## config.mk

```make
export PLATFORM = sky130hd
export DESIGN_NAME = frg_ramp_core
export DESIGN_NICKNAME = d
export VERILOG_FILES = /design/src/rtl/frg_pkg.sv /design/src/rtl/frg_ramp_core.sv
export SDC_FILE = /design/constraint.sdc
export NUM_CORES = 1
export LEC_CHECK = 0
export BUFFER_PORTS_ARGS = -buffer_cell sky130_fd_sc_hd__buf_2
export CAP_MARGIN = 20
export CORE_UTILIZATION = 45
export DETAILED_ROUTE_END_ITERATION = 8
export GPL_ROUTABILITY_DRIVEN = 0
export GPL_TIMING_DRIVEN = 0
export PLACE_DENSITY = 0.62
export SLEW_MARGIN = 20
export SYNTH_ARGS = -nofsm -noshare
export SYNTH_HDL_FRONTEND = slang
export SYNTH_SLANG_ARGS = --single-unit
```

## constraint.sdc

```tcl
create_clock -name mclk -period 5.4 [get_ports mclk]
set_input_delay 0.54 -clock mclk [delete_from_list [all_inputs] [get_ports mclk]]
set_output_delay 0.54 -clock mclk [all_outputs]
set_load 0.1 [all_outputs]
```

## src/rtl/frg_pkg.sv

```systemverilog
// package: register map, field layout, reset values and encodings for the frequency ramp block
package frg_pkg;
   // ----------------------------------------------------------------
   // register indices (byte address = 4 * index)
   // ----------------------------------------------------------------
   localparam logic [7:0] TRIG_CFG_IDX      = 8'h61;
   localparam logic [7:0] SEG_A_STEP_HI_IDX = 8'h62;
   localparam logic [7:0] SEG_A_STEP_LO_IDX = 8'h63;
   localparam logic [7:0] SEG_A_LENGTH_IDX  = 8'h64;
   localparam logic [7:0] SEG_B_CTRL_IDX    = 8'h65;
   localparam logic [7:0] SEG_B_STEP_HI_IDX = 8'h66;
   localparam logic [7:0] SEG_B_STEP_LO_IDX = 8'h67;
   localparam logic [7:0] SEG_B_LENGTH_IDX  = 8'h68;
   localparam logic [7:0] CAL_WAIT_IDX      = 8'h69;
   localparam logic [7:0] CAL_SHIFT_IDX     = 8'h6a;
   localparam logic [7:0] UNUSED_RB_IDX     = 8'h6b;
   localparam logic [7:0] RAMP_CTRL_IDX     = 8'h7c;
   localparam logic [7:0] RAMP_STATUS_IDX   = 8'h7d;
   localparam logic [7:0] NUM_BASE_IDX      = 8'h7e;
   localparam int         NUM_CFG_REGS      = 10;
   localparam int         ADDR_W            = 10;

   // ----------------------------------------------------------------
   // reset values
   // ----------------------------------------------------------------
   localparam logic [15:0] CFG_RESET        = 16'h0000;
   localparam logic [15:0] CAL_WAIT_RESET   = 16'h4440;
   localparam logic [15:0] CAL_SHIFT_RESET  = 16'h0007;
   localparam logic [31:0] NUM_BASE_RESET   = 32'h0000_0000;

   // ----------------------------------------------------------------
   // field positions
   // ----------------------------------------------------------------
   localparam int TRIG_A_LSB      = 3;
   localparam int TRIG_B_LSB      = 7;
   localparam int SEG_A_CLR_BIT   = 15;
   localparam int STEP_HI_A_LSB   = 2;
   localparam int SEG_A_DBL_BIT   = 0;
   localparam int SEG_B_DBL_BIT   = 6;
   localparam int SEG_B_CLR_BIT   = 5;
   localparam int SUCCESSOR_BIT   = 4;
   localparam int MANUAL_BIT      = 5;
   localparam int CAL_WAIT_LSB    = 6;
   localparam int SEG_CAL_BIT     = 4;
   localparam int STEP_W          = 30;
   localparam int CAL_CNT_W       = 17;

   // ----------------------------------------------------------------
   // encodings
   // ----------------------------------------------------------------
   localparam logic [3:0] TRIG_OFF        = 4'h0;
   localparam logic [3:0] TRIG_CLK_RISE   = 4'h1;
   localparam logic [3:0] TRIG_DIR_RISE   = 4'h2;
   localparam logic [3:0] TRIG_ALWAYS     = 4'h4;
   localparam logic [3:0] TRIG_CLK_FALL   = 4'h9;
   localparam logic [3:0] TRIG_DIR_FALL   = 4'ha;
   localparam logic [1:0] ADV_TIMEOUT     = 2'h0;
   localparam logic [1:0] ADV_TRIG_A      = 2'h1;
   localparam logic [1:0] ADV_TRIG_B      = 2'h2;
   localparam logic [1:0] RESP_OKAY       = 2'b00;
   localparam logic [1:0] RESP_SLVERR     = 2'b10;

   typedef enum logic [1:0] {FRG_IDLE, FRG_CAL, FRG_RUN} frg_state_t;
endpackage : frg_pkg

```

## src/rtl/frg_ramp_core.sv

```systemverilog
// two-segment frequency ramp sequencer with its AXI4-Lite configuration registers
//
// Behaviour
// RL1: segment A's low 16 step bits live in their own register and join the upper bits into one step.
// RL2: segment B's step is a two's-complement value of 14 upper and 16 lower bits added once per ramp clock while B runs.
// RL3: each segment has a 16-bit length in phase-detector cycles used when the timeout counter ends it.
// RL4: segment B's double-clock bit makes its ramp clock two phase-detector cycles instead of one.
// RL5: segment B's accumulator-clear bit reloads the numerator at B's start, in automatic mode only.
// RL6: after segment A the next segment is A when its successor bit is 0, else B.
// RL7: segment A's advance source picks timeout, trigger A or trigger B, with code 3 never advancing.
// RL8: after segment B the next segment is A when its successor bit is 0, else B again.
// RL9: segment B's advance source picks timeout, trigger A or trigger B, with code 3 never advancing.
// RL10: the mode bit picks automatic ramping at 0 and pin-driven manual ramping at 1.
// RL11: with per-segment calibration set in automatic mode a VCO calibration starts at each segment.
// RL12: the calibration wait comes from the 10-bit wait count and the 3-bit shift.
// RL13: software writes zero to every reserved field.
// RL14: the register after the calibration-shift register is read-only and reads zero.
// RL15: trigger sources decode as off, clock-pin rise, direction-pin rise, always, clock fall, direction fall.
// RL16: segment A's upper 14 step bits sit in the preceding register and its double-clock bit acts like B's.
// RL17: each segment's two step registers form one 30-bit value, sign-extended into the numerator.
//
// Our own choice: register access over AXI4-Lite.
`timescale 1ns/1ns
`default_nettype none
module frg_ramp_core
   import frg_pkg::*;
(
   input  wire logic                mclk,
   input  wire logic                reset,
   input  wire logic                clkEn,
   input  wire logic                sweepClockPin,
   input  wire logic                sweepDirectionPin,
   input  wire logic [ADDR_W-1:0]   s_axi_awaddr,
   input  wire logic                s_axi_awvalid,
   output var  logic                s_axi_awready,
   input  wire logic [31:0]         s_axi_wdata,
   input  wire logic [3:0]          s_axi_wstrb,
   input  wire logic                s_axi_wvalid,
   output var  logic                s_axi_wready,
   output var  logic [1:0]          s_axi_bresp,
   output var  logic                s_axi_bvalid,
   input  wire logic                s_axi_bready,
   input  wire logic [ADDR_W-1:0]   s_axi_araddr,
   input  wire logic                s_axi_arvalid,
   output var  logic                s_axi_arready,
   output var  logic [31:0]         s_axi_rdata,
   output var  logic [1:0]          s_axi_rresp,
   output var  logic                s_axi_rvalid,
   input  wire logic                s_axi_rready,
   output var  logic [31:0]         fracNumerator,
   output var  logic                segBActive,
   output var  logic                rampRunning,
   output var  logic                vcoCalStart,
   output var  logic                vcoCalBusy
);
   // ----------------------------------------------------------------
   // register storage
   // ----------------------------------------------------------------
   logic [15:0]       cfgReg [NUM_CFG_REGS];
   logic              rampEnable;
   logic [31:0]       numBase;

   logic [ADDR_W-1:0] awAddrHeld;
   logic [31:0]       wDataHeld;
   logic [3:0]        wStrbHeld;
   logic              awHave;
   logic              wHave;
   logic [7:0]        wrIdx;
   logic              wrFire;
   logic              wrMapped;
   logic [7:0]        rdIdx;

   assign wrIdx  = awAddrHeld[ADDR_W-1:2];
   assign wrFire = awHave && wHave && !s_axi_bvalid;
   assign rdIdx  = s_axi_araddr[ADDR_W-1:2];
   assign wrMapped = (wrIdx >= TRIG_CFG_IDX && wrIdx <= CAL_SHIFT_IDX) ||
                     wrIdx == UNUSED_RB_IDX || wrIdx == RAMP_CTRL_IDX ||
                     wrIdx == RAMP_STATUS_IDX || wrIdx == NUM_BASE_IDX;

   // ----------------------------------------------------------------
   // write channels: address and data taken in either order
   // ----------------------------------------------------------------
   always_ff @(posedge mclk) begin
      if (reset) begin
         awHave        <= 1'b0;
         wHave         <= 1'b0;
         awAddrHeld    <= '0;
         wDataHeld     <= 32'h0000_0000;
         wStrbHeld     <= 4'h0;
         s_axi_awready <= 1'b0;
         s_axi_wready  <= 1'b0;
         s_axi_bvalid  <= 1'b0;
         s_axi_bresp   <= RESP_OKAY;
      end else if (clkEn) begin
         s_axi_awready <= !awHave && !s_axi_awready;
         s_axi_wready  <= !wHave && !s_axi_wready;
         if (s_axi_awvalid && s_axi_awready) begin
            awHave        <= 1'b1;
            awAddrHeld    <= s_axi_awaddr;
            s_axi_awready <= 1'b0;
         end
         if (s_axi_wvalid && s_axi_wready) begin
            wHave        <= 1'b1;
            wDataHeld    <= s_axi_wdata;
            wStrbHeld    <= s_axi_wstrb;
            s_axi_wready <= 1'b0;
         end
         if (wrFire) begin
            s_axi_bvalid <= 1'b1;
            s_axi_bresp  <= wrMapped ? RESP_OKAY : RESP_SLVERR;
         end else if (s_axi_bvalid && s_axi_bready) begin
            s_axi_bvalid  <= 1'b0;
            awHave        <= 1'b0;
            wHave         <= 1'b0;
         end
      end
   end

   // ----------------------------------------------------------------
   // configuration registers, one word each, low two lanes hold data except the numerator base, which uses all four
   // ----------------------------------------------------------------
   // reserved bits are stored as written; software is expected to keep them zero
   for (genvar i = 0; i < NUM_CFG_REGS; i++) begin : g_cfg
      localparam logic [7:0]  IDX = TRIG_CFG_IDX + 8'(i);
      localparam logic [15:0] RST = (IDX == CAL_WAIT_IDX)  ? CAL_WAIT_RESET :
                                    (IDX == CAL_SHIFT_IDX) ? CAL_SHIFT_RESET : CFG_RESET;
      always_ff @(posedge mclk) begin
         if (reset) begin
            cfgReg[i] <= RST;
         end else if (clkEn && wrFire && wrIdx == IDX) begin // RL1 RL16 RL13
            if (wStrbHeld[0]) begin
               cfgReg[i][7:0] <= wDataHeld[7:0];
            end
            if (wStrbHeld[1]) begin
               cfgReg[i][15:8] <= wDataHeld[15:8];
            end
         end
      end
   end

   always_ff @(posedge mclk) begin
      if (reset) begin
         rampEnable <= 1'b0;
         numBase    <= NUM_BASE_RESET;
      end else if (clkEn && wrFire) begin
         if (wrIdx == RAMP_CTRL_IDX && wStrbHeld[0]) begin
            rampEnable <= wDataHeld[0];
         end
         if (wrIdx == NUM_BASE_IDX) begin
            for (int b = 0; b < 4; b++) begin
               if (wStrbHeld[b]) begin
                  numBase[8*b +: 8] <= wDataHeld[8*b +: 8];
               end
            end
         end
      end
   end

   // ----------------------------------------------------------------
   // field views
   // ----------------------------------------------------------------
   logic [STEP_W-1:0] segAStep;
   logic [STEP_W-1:0] segBStep;
   logic [3:0]        trigASrc;
   logic [3:0]        trigBSrc;
   logic [1:0]        segAAdv;
   logic [1:0]        segBAdv;
   logic [9:0]        calWaitCount;
   logic [2:0]        calShift;
   logic              manualMode;
   logic              segCalEn;
   logic              segASucc;
   logic              segBSucc;
   logic              segADbl;
   logic              segBDbl;
   logic              segAClr;
   logic              segBClr;
   logic [15:0]       segALen;
   logic [15:0]       segBLen;

   assign segAStep     = {cfgReg[1][15:STEP_HI_A_LSB], cfgReg[2]}; // RL1 RL16 RL17
   assign segBStep     = {cfgReg[5][13:0], cfgReg[6]}; // RL2 RL17
   assign trigASrc     = cfgReg[0][TRIG_A_LSB +: 4];
   assign trigBSrc     = cfgReg[0][TRIG_B_LSB +: 4];
   assign segAClr      = cfgReg[0][SEG_A_CLR_BIT];
   assign segADbl      = cfgReg[1][SEG_A_DBL_BIT];
   assign segALen      = cfgReg[3]; // RL3
   assign segAAdv      = cfgReg[4][1:0];
   assign segASucc     = cfgReg[4][SUCCESSOR_BIT];
   assign segBClr      = cfgReg[4][SEG_B_CLR_BIT];
   assign segBDbl      = cfgReg[4][SEG_B_DBL_BIT];
   assign segBLen      = cfgReg[7]; // RL3
   assign calWaitCount = cfgReg[8][CAL_WAIT_LSB +: 10];
   assign manualMode   = cfgReg[8][MANUAL_BIT]; // RL10
   assign segBSucc     = cfgReg[8][SUCCESSOR_BIT];
   assign segBAdv      = cfgReg[8][1:0];
   assign segCalEn     = cfgReg[9][SEG_CAL_BIT];
   assign calShift     = cfgReg[9][2:0];

   // ----------------------------------------------------------------
   // read channel
   // ----------------------------------------------------------------
   always_ff @(posedge mclk) begin
      if (reset) begin
         s_axi_arready <= 1'b0;
         s_axi_rvalid  <= 1'b0;
         s_axi_rdata   <= 32'h0000_0000;
         s_axi_rresp   <= RESP_OKAY;
      end else if (clkEn) begin
         s_axi_arready <= !s_axi_rvalid && !s_axi_arready;
         if (s_axi_arvalid && s_axi_arready) begin
            s_axi_arready <= 1'b0;
            s_axi_rvalid  <= 1'b1;
            s_axi_rresp   <= RESP_OKAY;
            s_axi_rdata   <= 32'h0000_0000;
            if (rdIdx >= TRIG_CFG_IDX && rdIdx <= CAL_SHIFT_IDX) begin
               s_axi_rdata <= {16'h0000, cfgReg[4'(rdIdx - TRIG_CFG_IDX)]};
            end else if (rdIdx == UNUSED_RB_IDX) begin
               s_axi_rdata <= 32'h0000_0000; // RL14
            end else if (rdIdx == RAMP_CTRL_IDX) begin
               s_axi_rdata <= {31'h0000_0000, rampEnable};
            end else if (rdIdx == RAMP_STATUS_IDX) begin
               s_axi_rdata <= {29'h0000_0000, vcoCalBusy, segBActive, rampRunning};
            end else if (rdIdx == NUM_BASE_IDX) begin
               s_axi_rdata <= numBase;
            end else begin
               s_axi_rresp <= RESP_SLVERR;
            end
         end else if (s_axi_rvalid && s_axi_rready) begin
            s_axi_rvalid <= 1'b0;
         end
      end
   end

   // ----------------------------------------------------------------
   // sweep pin synchronisers and edge detection
   // ----------------------------------------------------------------
   logic [2:0] clkPinSync;
   logic [2:0] dirPinSync;

   always_ff @(posedge mclk) begin
      if (reset) begin
         clkPinSync <= 3'h0;
         dirPinSync <= 3'h0;
      end else if (clkEn) begin
         clkPinSync <= {clkPinSync[1:0], sweepClockPin};
         dirPinSync <= {dirPinSync[1:0], sweepDirectionPin};
      end
   end

   // stage 0 feeds only stage 1; edges compare stages 1 and 2
   function automatic logic trig_hit(input logic [3:0] src, input logic [2:0] ck,
                                     input logic [2:0] dr);
      unique case (src)
         TRIG_CLK_RISE: trig_hit = ck[1] && !ck[2];
         TRIG_DIR_RISE: trig_hit = dr[1] && !dr[2];
         TRIG_ALWAYS:   trig_hit = 1'b1;
         TRIG_CLK_FALL: trig_hit = !ck[1] && ck[2];
         TRIG_DIR_FALL: trig_hit = !dr[1] && dr[2];
         default:       trig_hit = 1'b0;
      endcase
   endfunction : trig_hit

   logic trigA;
   logic trigB;
   assign trigA = trig_hit(trigASrc, clkPinSync, dirPinSync); // RL15
   assign trigB = trig_hit(trigBSrc, clkPinSync, dirPinSync); // RL15

   // ----------------------------------------------------------------
   // segment sequencer
   // ----------------------------------------------------------------
   frg_state_t     state;
   logic           curIsB;
   logic           halfTick;
   logic [15:0]    lenCnt;
   logic [CAL_CNT_W-1:0] calCnt;
   logic [CAL_CNT_W-1:0] calTarget;
   logic [1:0]     curAdv;
   logic [15:0]    curLen;
   logic           curDbl;
   logic           advance;
   logic           nextIsB;
   logic           rampTick;
   logic           startCal;
   logic           startClr;

   assign calTarget = CAL_CNT_W'({calWaitCount, 7'h00} >> (3'h7 - calShift)); // RL12
   assign curAdv    = curIsB ? segBAdv : segAAdv;
   assign curLen    = curIsB ? segBLen : segALen;
   assign curDbl    = curIsB ? segBDbl : segADbl;
   assign rampTick  = !curDbl || halfTick; // RL4 RL16
   assign nextIsB   = curIsB ? segBSucc : segASucc; // RL6 RL8
   assign startCal  = segCalEn && !manualMode; // RL11

   always_comb begin
      unique case (curAdv) // RL7 RL9
         ADV_TIMEOUT: advance = {1'b0, curLen} <= {1'b0, lenCnt} + 17'h00001; // RL3
         ADV_TRIG_A:  advance = trigA;
         ADV_TRIG_B:  advance = trigB;
         default:     advance = 1'b0;
      endcase
   end

   assign startClr = !manualMode && (nextIsB ? segBClr : segAClr); // RL5

   always_ff @(posedge mclk) begin
      if (reset) begin
         state       <= FRG_IDLE;
         curIsB      <= 1'b0;
         halfTick    <= 1'b0;
         lenCnt      <= 16'h0000;
         calCnt      <= '0;
         vcoCalStart <= 1'b0;
      end else if (clkEn) begin
         vcoCalStart <= 1'b0;
         unique case (state)
            FRG_IDLE: begin
               curIsB   <= 1'b0;
               lenCnt   <= 16'h0000;
               halfTick <= 1'b0;
               if (rampEnable) begin
                  state       <= startCal ? FRG_CAL : FRG_RUN;
                  vcoCalStart <= startCal;
                  calCnt      <= '0;
               end
            end
            FRG_CAL: begin
               calCnt <= calCnt + 1'b1;
               if (!rampEnable) begin
                  state  <= FRG_IDLE;
                  curIsB <= 1'b0;
               end else if (calCnt + 1'b1 >= calTarget) begin // RL12
                  state <= FRG_RUN;
               end
            end
            FRG_RUN: begin
               halfTick <= !halfTick;
               lenCnt   <= lenCnt + 16'h0001;
               if (!rampEnable) begin
                  // drop segment B with the stop so status never shows B while idle
                  state  <= FRG_IDLE;
                  curIsB <= 1'b0;
               end else if (advance) begin
                  curIsB      <= nextIsB; // RL6 RL8
                  lenCnt      <= 16'h0000;
                  halfTick    <= 1'b0;
                  calCnt      <= '0;
                  vcoCalStart <= startCal; // RL11
                  state       <= startCal ? FRG_CAL : FRG_RUN;
               end
            end
         endcase
      end
   end

   // ----------------------------------------------------------------
   // numerator accumulator
   // ----------------------------------------------------------------
   logic [STEP_W-1:0] curStep;
   logic              stepNow;

   assign curStep = curIsB ? segBStep : segAStep;
   // manual mode steps only on trigger A, so the pin paces the ramp
   assign stepNow = manualMode ? trigA : rampTick; // RL10

   always_ff @(posedge mclk) begin
      if (reset) begin
         fracNumerator <= NUM_BASE_RESET;
      end else if (clkEn) begin
         if (state == FRG_IDLE) begin
            fracNumerator <= numBase;
         end else if (state == FRG_RUN && advance && startClr) begin
            fracNumerator <= numBase; // RL5
         end else if (state == FRG_RUN && stepNow) begin
            fracNumerator <= fracNumerator + {{2{curStep[STEP_W-1]}}, curStep}; // RL2 RL17
         end
      end
   end

   // ----------------------------------------------------------------
   // status outputs
   // ----------------------------------------------------------------
   always_ff @(posedge mclk) begin
      if (reset) begin
         segBActive  <= 1'b0;
         rampRunning <= 1'b0;
         vcoCalBusy  <= 1'b0;
      end else if (clkEn) begin
         segBActive  <= curIsB;
         rampRunning <= state != FRG_IDLE;
         vcoCalBusy  <= state == FRG_CAL;
      end
   end
endmodule : frg_ramp_core
`default_nettype wire

```

==> flow_summary.toml <==
[layout]
layout.nets = 2362
synthToLayoutAreaGrowth_pct = 13.47
final_design_area_no_fill_sq_um = 22170
post-route-util = 0.5226
instances_no_fill = 2829
antenna-diode-count = 0
layout-drive-gt1-share = 0.1377

[routing]
final_antenna_net_count = 0
drt_iter0_drc = 1669
remaining_drc_errors = 0
vias = 16520
detail_route.wirelength_mm = 64.66
drt-pass1-iter-count = 5
avgRoutedWirePerCell_um = 22.86
route.detailed.vias_per_inst = 5.840

[synthesis]
synth_top_cell_by_area = "sky130_fd_sc_hd__edfxtp_1"
syn_area_per_cell_sq_um = 9.561
number_of_synthesized_flops_with_an_enable_pin = 160
yosys_register_bits = 357
synth_cell_types = 74
synth-warning-count = 0
synthArstFlopShare = 0
seq_area_frac_synth = 0.4479
post_synth_instance_area_sq_um = 19530
synth_ff_type = "sky130_fd_sc_hd__dfxtp_1"
share_of_yosys_cell_area_claimed_by_the_top_area_cell_type = 0.2460
synthTopCellsByCount = "219 x sky130_fd_sc_hd__nand2_1, 197 x sky130_fd_sc_hd__dfxtp_1, 195 x sky130_fd_sc_hd__a21oi_1"
netlist_instances = 2043
most_common_cell_in_the_netlist = "sky130_fd_sc_hd__nand2_1"
synth_top_cells_by_area = "sky130_fd_sc_hd__edfxtp_1 25%, sky130_fd_sc_hd__dfxtp_1 20%, sky130_fd_sc_hd__and2_1 5.1%"

[clock_network]
tritoncts.num_buffers = 40
cts_tree = "done"
cts-htree-levels = 2
skew_pair_late_insertion_delay_ns = 0.59
clock_tree.root_cell = "sky130_fd_sc_hd__clkbuf_16"
cts.clk_slew.worst_paths_ns = 0.06
postCtsSetupBuffers = 0
bufs_on_longest_clock_path = 3
cts_sinks = 357

[placed_design]
detailed_place.area_sq_um = 20950
dp.cells = 2756
buffers_added_on_ports = 134
detailed_place_hpwl_mm = 49.60

[floorplanning]
num_rows = 75
floorplan.initialDensity = 0.4605
floorplan.core_area_sq_um = 42420
die_h_um = 210.3
die_area_sq_um = 44250
design.portCount = 143
die_width_um = 210.3

[sta]
clock.fmax_mhz = 195.7
rsz0062_at_grt = "no"
report.final.slew_viol_count = 0
finalSetupViolCount = 0
fin_crit_sh = 0.9462
worst_clock_skew_ns = 0.02533
post-route-min-period_ns = 5.109
timing.max_slew.rel_slack = 0.2828
final.setup.tns_ns = 0
hold_violations = 0
worst_slew_pin_slew_ns = 1.068

[global_route]
grt_start_max_net_pins = 14
first_pass_grt_wire_length_mm = 95.45
first_global_vias = 15540
grt_util_all_layers = 0.2907
grt_overflow = 0
antenna_violations_before_repair = 1

[critical_path]
crit_fanout = 10
cp_data_required_time_ns = 5.84
cp-end-kind = "register"
path_cells = "clkbuf_1 -> clkbuf_2 -> clkbuf_1 -> mux2_2 -> ha_1 -> a21oi_1 -> a211oi_1 -> a211oi_1 -> o2bb2ai_1 -> a2111oi_2 -> o31a_1 -> buf_4 -> buf_4 -> o21ai_0 -> a31oi_1 -> nor3_1"
setup.worst_path.start_class = "register"
path_class = "register to register"
timing.critical_path.slowest_cell_delay_ns = 0.61
crit_path_top_delay_cell = "sky130_fd_sc_hd__clkbuf_1"
critPathArrivalTime_ns = 5.55

[power]
power_frac_clock = 0.416
vdd_ir_drop_max_v = 0.0002162
internal-power_w = 0.004515
power.share.sequential = 0.472
power.share.combinational = 0.111
netSwitchingFraction = 0.2749
post-layout-total-power_w = 0.006227
power.leakage_nw = 8.437
powerDensity_nw_per_um2 = 280.9
switching_power_w = 0.001711

[run_status]
outcome = "finished, final reports clean"

[min_path]
holdCritPathClass = "primary input to register"

[flow_run]
cap_viol_max_count = 0
-- cell type report --
class	count	area (sq um)
Inverter	37	138.9
Clock buffer	53	1090
Fill cell	3991	20250
Buffer	129	533.0
Timing Repair Buffer	135	675.6
Multi-Input combinational cell	1521	10140
Tap cell	577	721.9
Sequential cell	357	8748
Clock inverter	20	118.9
-- logic make-up after synthesis --
logic type	after synthesis	share of synthesized area
xor+xnor	48	0.02152
flops	357	0.4479
fa+ha+maj	75	0.04842
mux	150	0.1006
compound gates	445	0.1432
simple gates	801	0.2040
buf+inv	166	0.03427
other cells	1	0.0001920
-- stage by stage --
| step | setup slack (ns) | hold WS [ns] |
|---|---|---|
| after floorplan | 1.571 | 0.4311 |
| after global placement | 0.2301 | 0.4400 |
| after detailed placement | 0.1354 | 0.4469 |
| after CTS | 0.1352 | 0.1777 |
| after global routing | 0.05226 | 0.1927 |
| final | 0.2908 | 0.1972 |
-- state kept, by name, indices dropped and copies added (netlist names), 2 cells and up --
name and cells:
dirPinSync 3, lenCnt 16, state 2, s_axi_rdata 32, wStrbHeld 4, awAddrHeld 8, fracNumerator 32, wDataHeld 32
clkPinSync 3, numBase 32, cfgReg 160, calCnt 17
-- critical path: cells and delay by family, from the launching register on --
kind | cells | cell delay [ns]
compound gates | 8 | 1.87
fa+ha+maj | 1 | 0.33
buf+inv | 5 | 1.97
mux | 1 | 0.42
flops | 1 | 0.30
simple gates | 1 | 0.06
-- final timing paths --
path	startpoint	to	slack, ns	cells past startpoint
setup / recovery	curIsB$_SDFFE_PP0P_	fracNumerator[16]$_SDFFE_PP0P_	0.29	16
hold / removal	s_axi_awaddr[2]	awAddrHeld[2]$_SDFFE_PP0P_	0.20	3
setup reg to reg	curIsB$_SDFFE_PP0P_	fracNumerator[16]$_SDFFE_PP0P_	0.29	16
hold reg to reg	s_axi_rdata[24]$_SDFFE_PP0P_	s_axi_rdata[24]$_SDFFE_PP0P_	0.46	2
-- cell usage in the layout, fill, tap and decap left out, types with 6 or more instances in the layout --
cell / instances
sky130_fd_sc_hd__clkbuf_16: 40
sky130_fd_sc_hd__nor2b_1: 27
sky130_fd_sc_hd__nand3b_1: 12
sky130_fd_sc_hd__a21oi_1: 195
sky130_fd_sc_hd__xnor2_1: 26
sky130_fd_sc_hd__dfxtp_1: 197
sky130_fd_sc_hd__and2_1: 159
sky130_fd_sc_hd__mux2i_1: 68
sky130_fd_sc_hd__ha_1: 74
sky130_fd_sc_hd__o21bai_1: 13
sky130_fd_sc_hd__clkbuf_1: 108
sky130_fd_sc_hd__mux2_2: 50
sky130_fd_sc_hd__inv_1: 35
sky130_fd_sc_hd__a211oi_1: 49
sky130_fd_sc_hd__mux4_2: 32
sky130_fd_sc_hd__clkinv_1: 13
sky130_fd_sc_hd__xor2_1: 21
sky130_fd_sc_hd__edfxtp_1: 160
sky130_fd_sc_hd__nand2_1: 219
sky130_fd_sc_hd__nand2b_1: 16
sky130_fd_sc_hd__nand3_1: 82
sky130_fd_sc_hd__and3_1: 15
sky130_fd_sc_hd__a31oi_1: 15
sky130_fd_sc_hd__nor2_1: 167
sky130_fd_sc_hd__buf_4: 8
sky130_fd_sc_hd__o2111ai_1: 10
sky130_fd_sc_hd__or3_1: 12
sky130_fd_sc_hd__a221oi_1: 17
sky130_fd_sc_hd__o21a_1: 9
sky130_fd_sc_hd__nor3_1: 40
sky130_fd_sc_hd__buf_2: 148
sky130_fd_sc_hd__buf_1: 7
sky130_fd_sc_hd__nand4_1: 15
sky130_fd_sc_hd__nor4bb_1: 6
sky130_fd_sc_hd__a21o_1: 37
sky130_fd_sc_hd__o21ai_0: 55
sky130_fd_sc_hd__nor3b_1: 9
-- routing by layer --
| layer | global-route usage | wire length, um | vias up |
|---|---|---|---|
| met5 | 0 | 0 | - |
| met4 | 0.09766 | 1920 | 0 |
| met3 | 0.05959 | 5717 | 95 |
| met2 | 0.4573 | 29280 | 691 |
| met1 | 0.3984 | 27750 | 8007 |
| li1 | - | - | 7729 |
-- power by group through the flow --
stage / clock network, W / registers (W) / logic [W]
final: 0.00259 / 0.00294 / 0.000693
after floorplan: 0 / 0.00310 / 0.000350
after global routing: 0.00272 / 0.00295 / 0.000731
after detailed placement: 0 / 0.00300 / 0.000677
after global placement: 0 / 0.00300 / 0.000667
after CTS: 0.00261 / 0.00294 / 0.000680
-- timing repair --
item	4_1_cts	5_1_grt
setup endpoints to repair	0	29
hold buffers	0	0
resized for setup	0	1
Note: power is estimated with default switching activity, not from simulation.
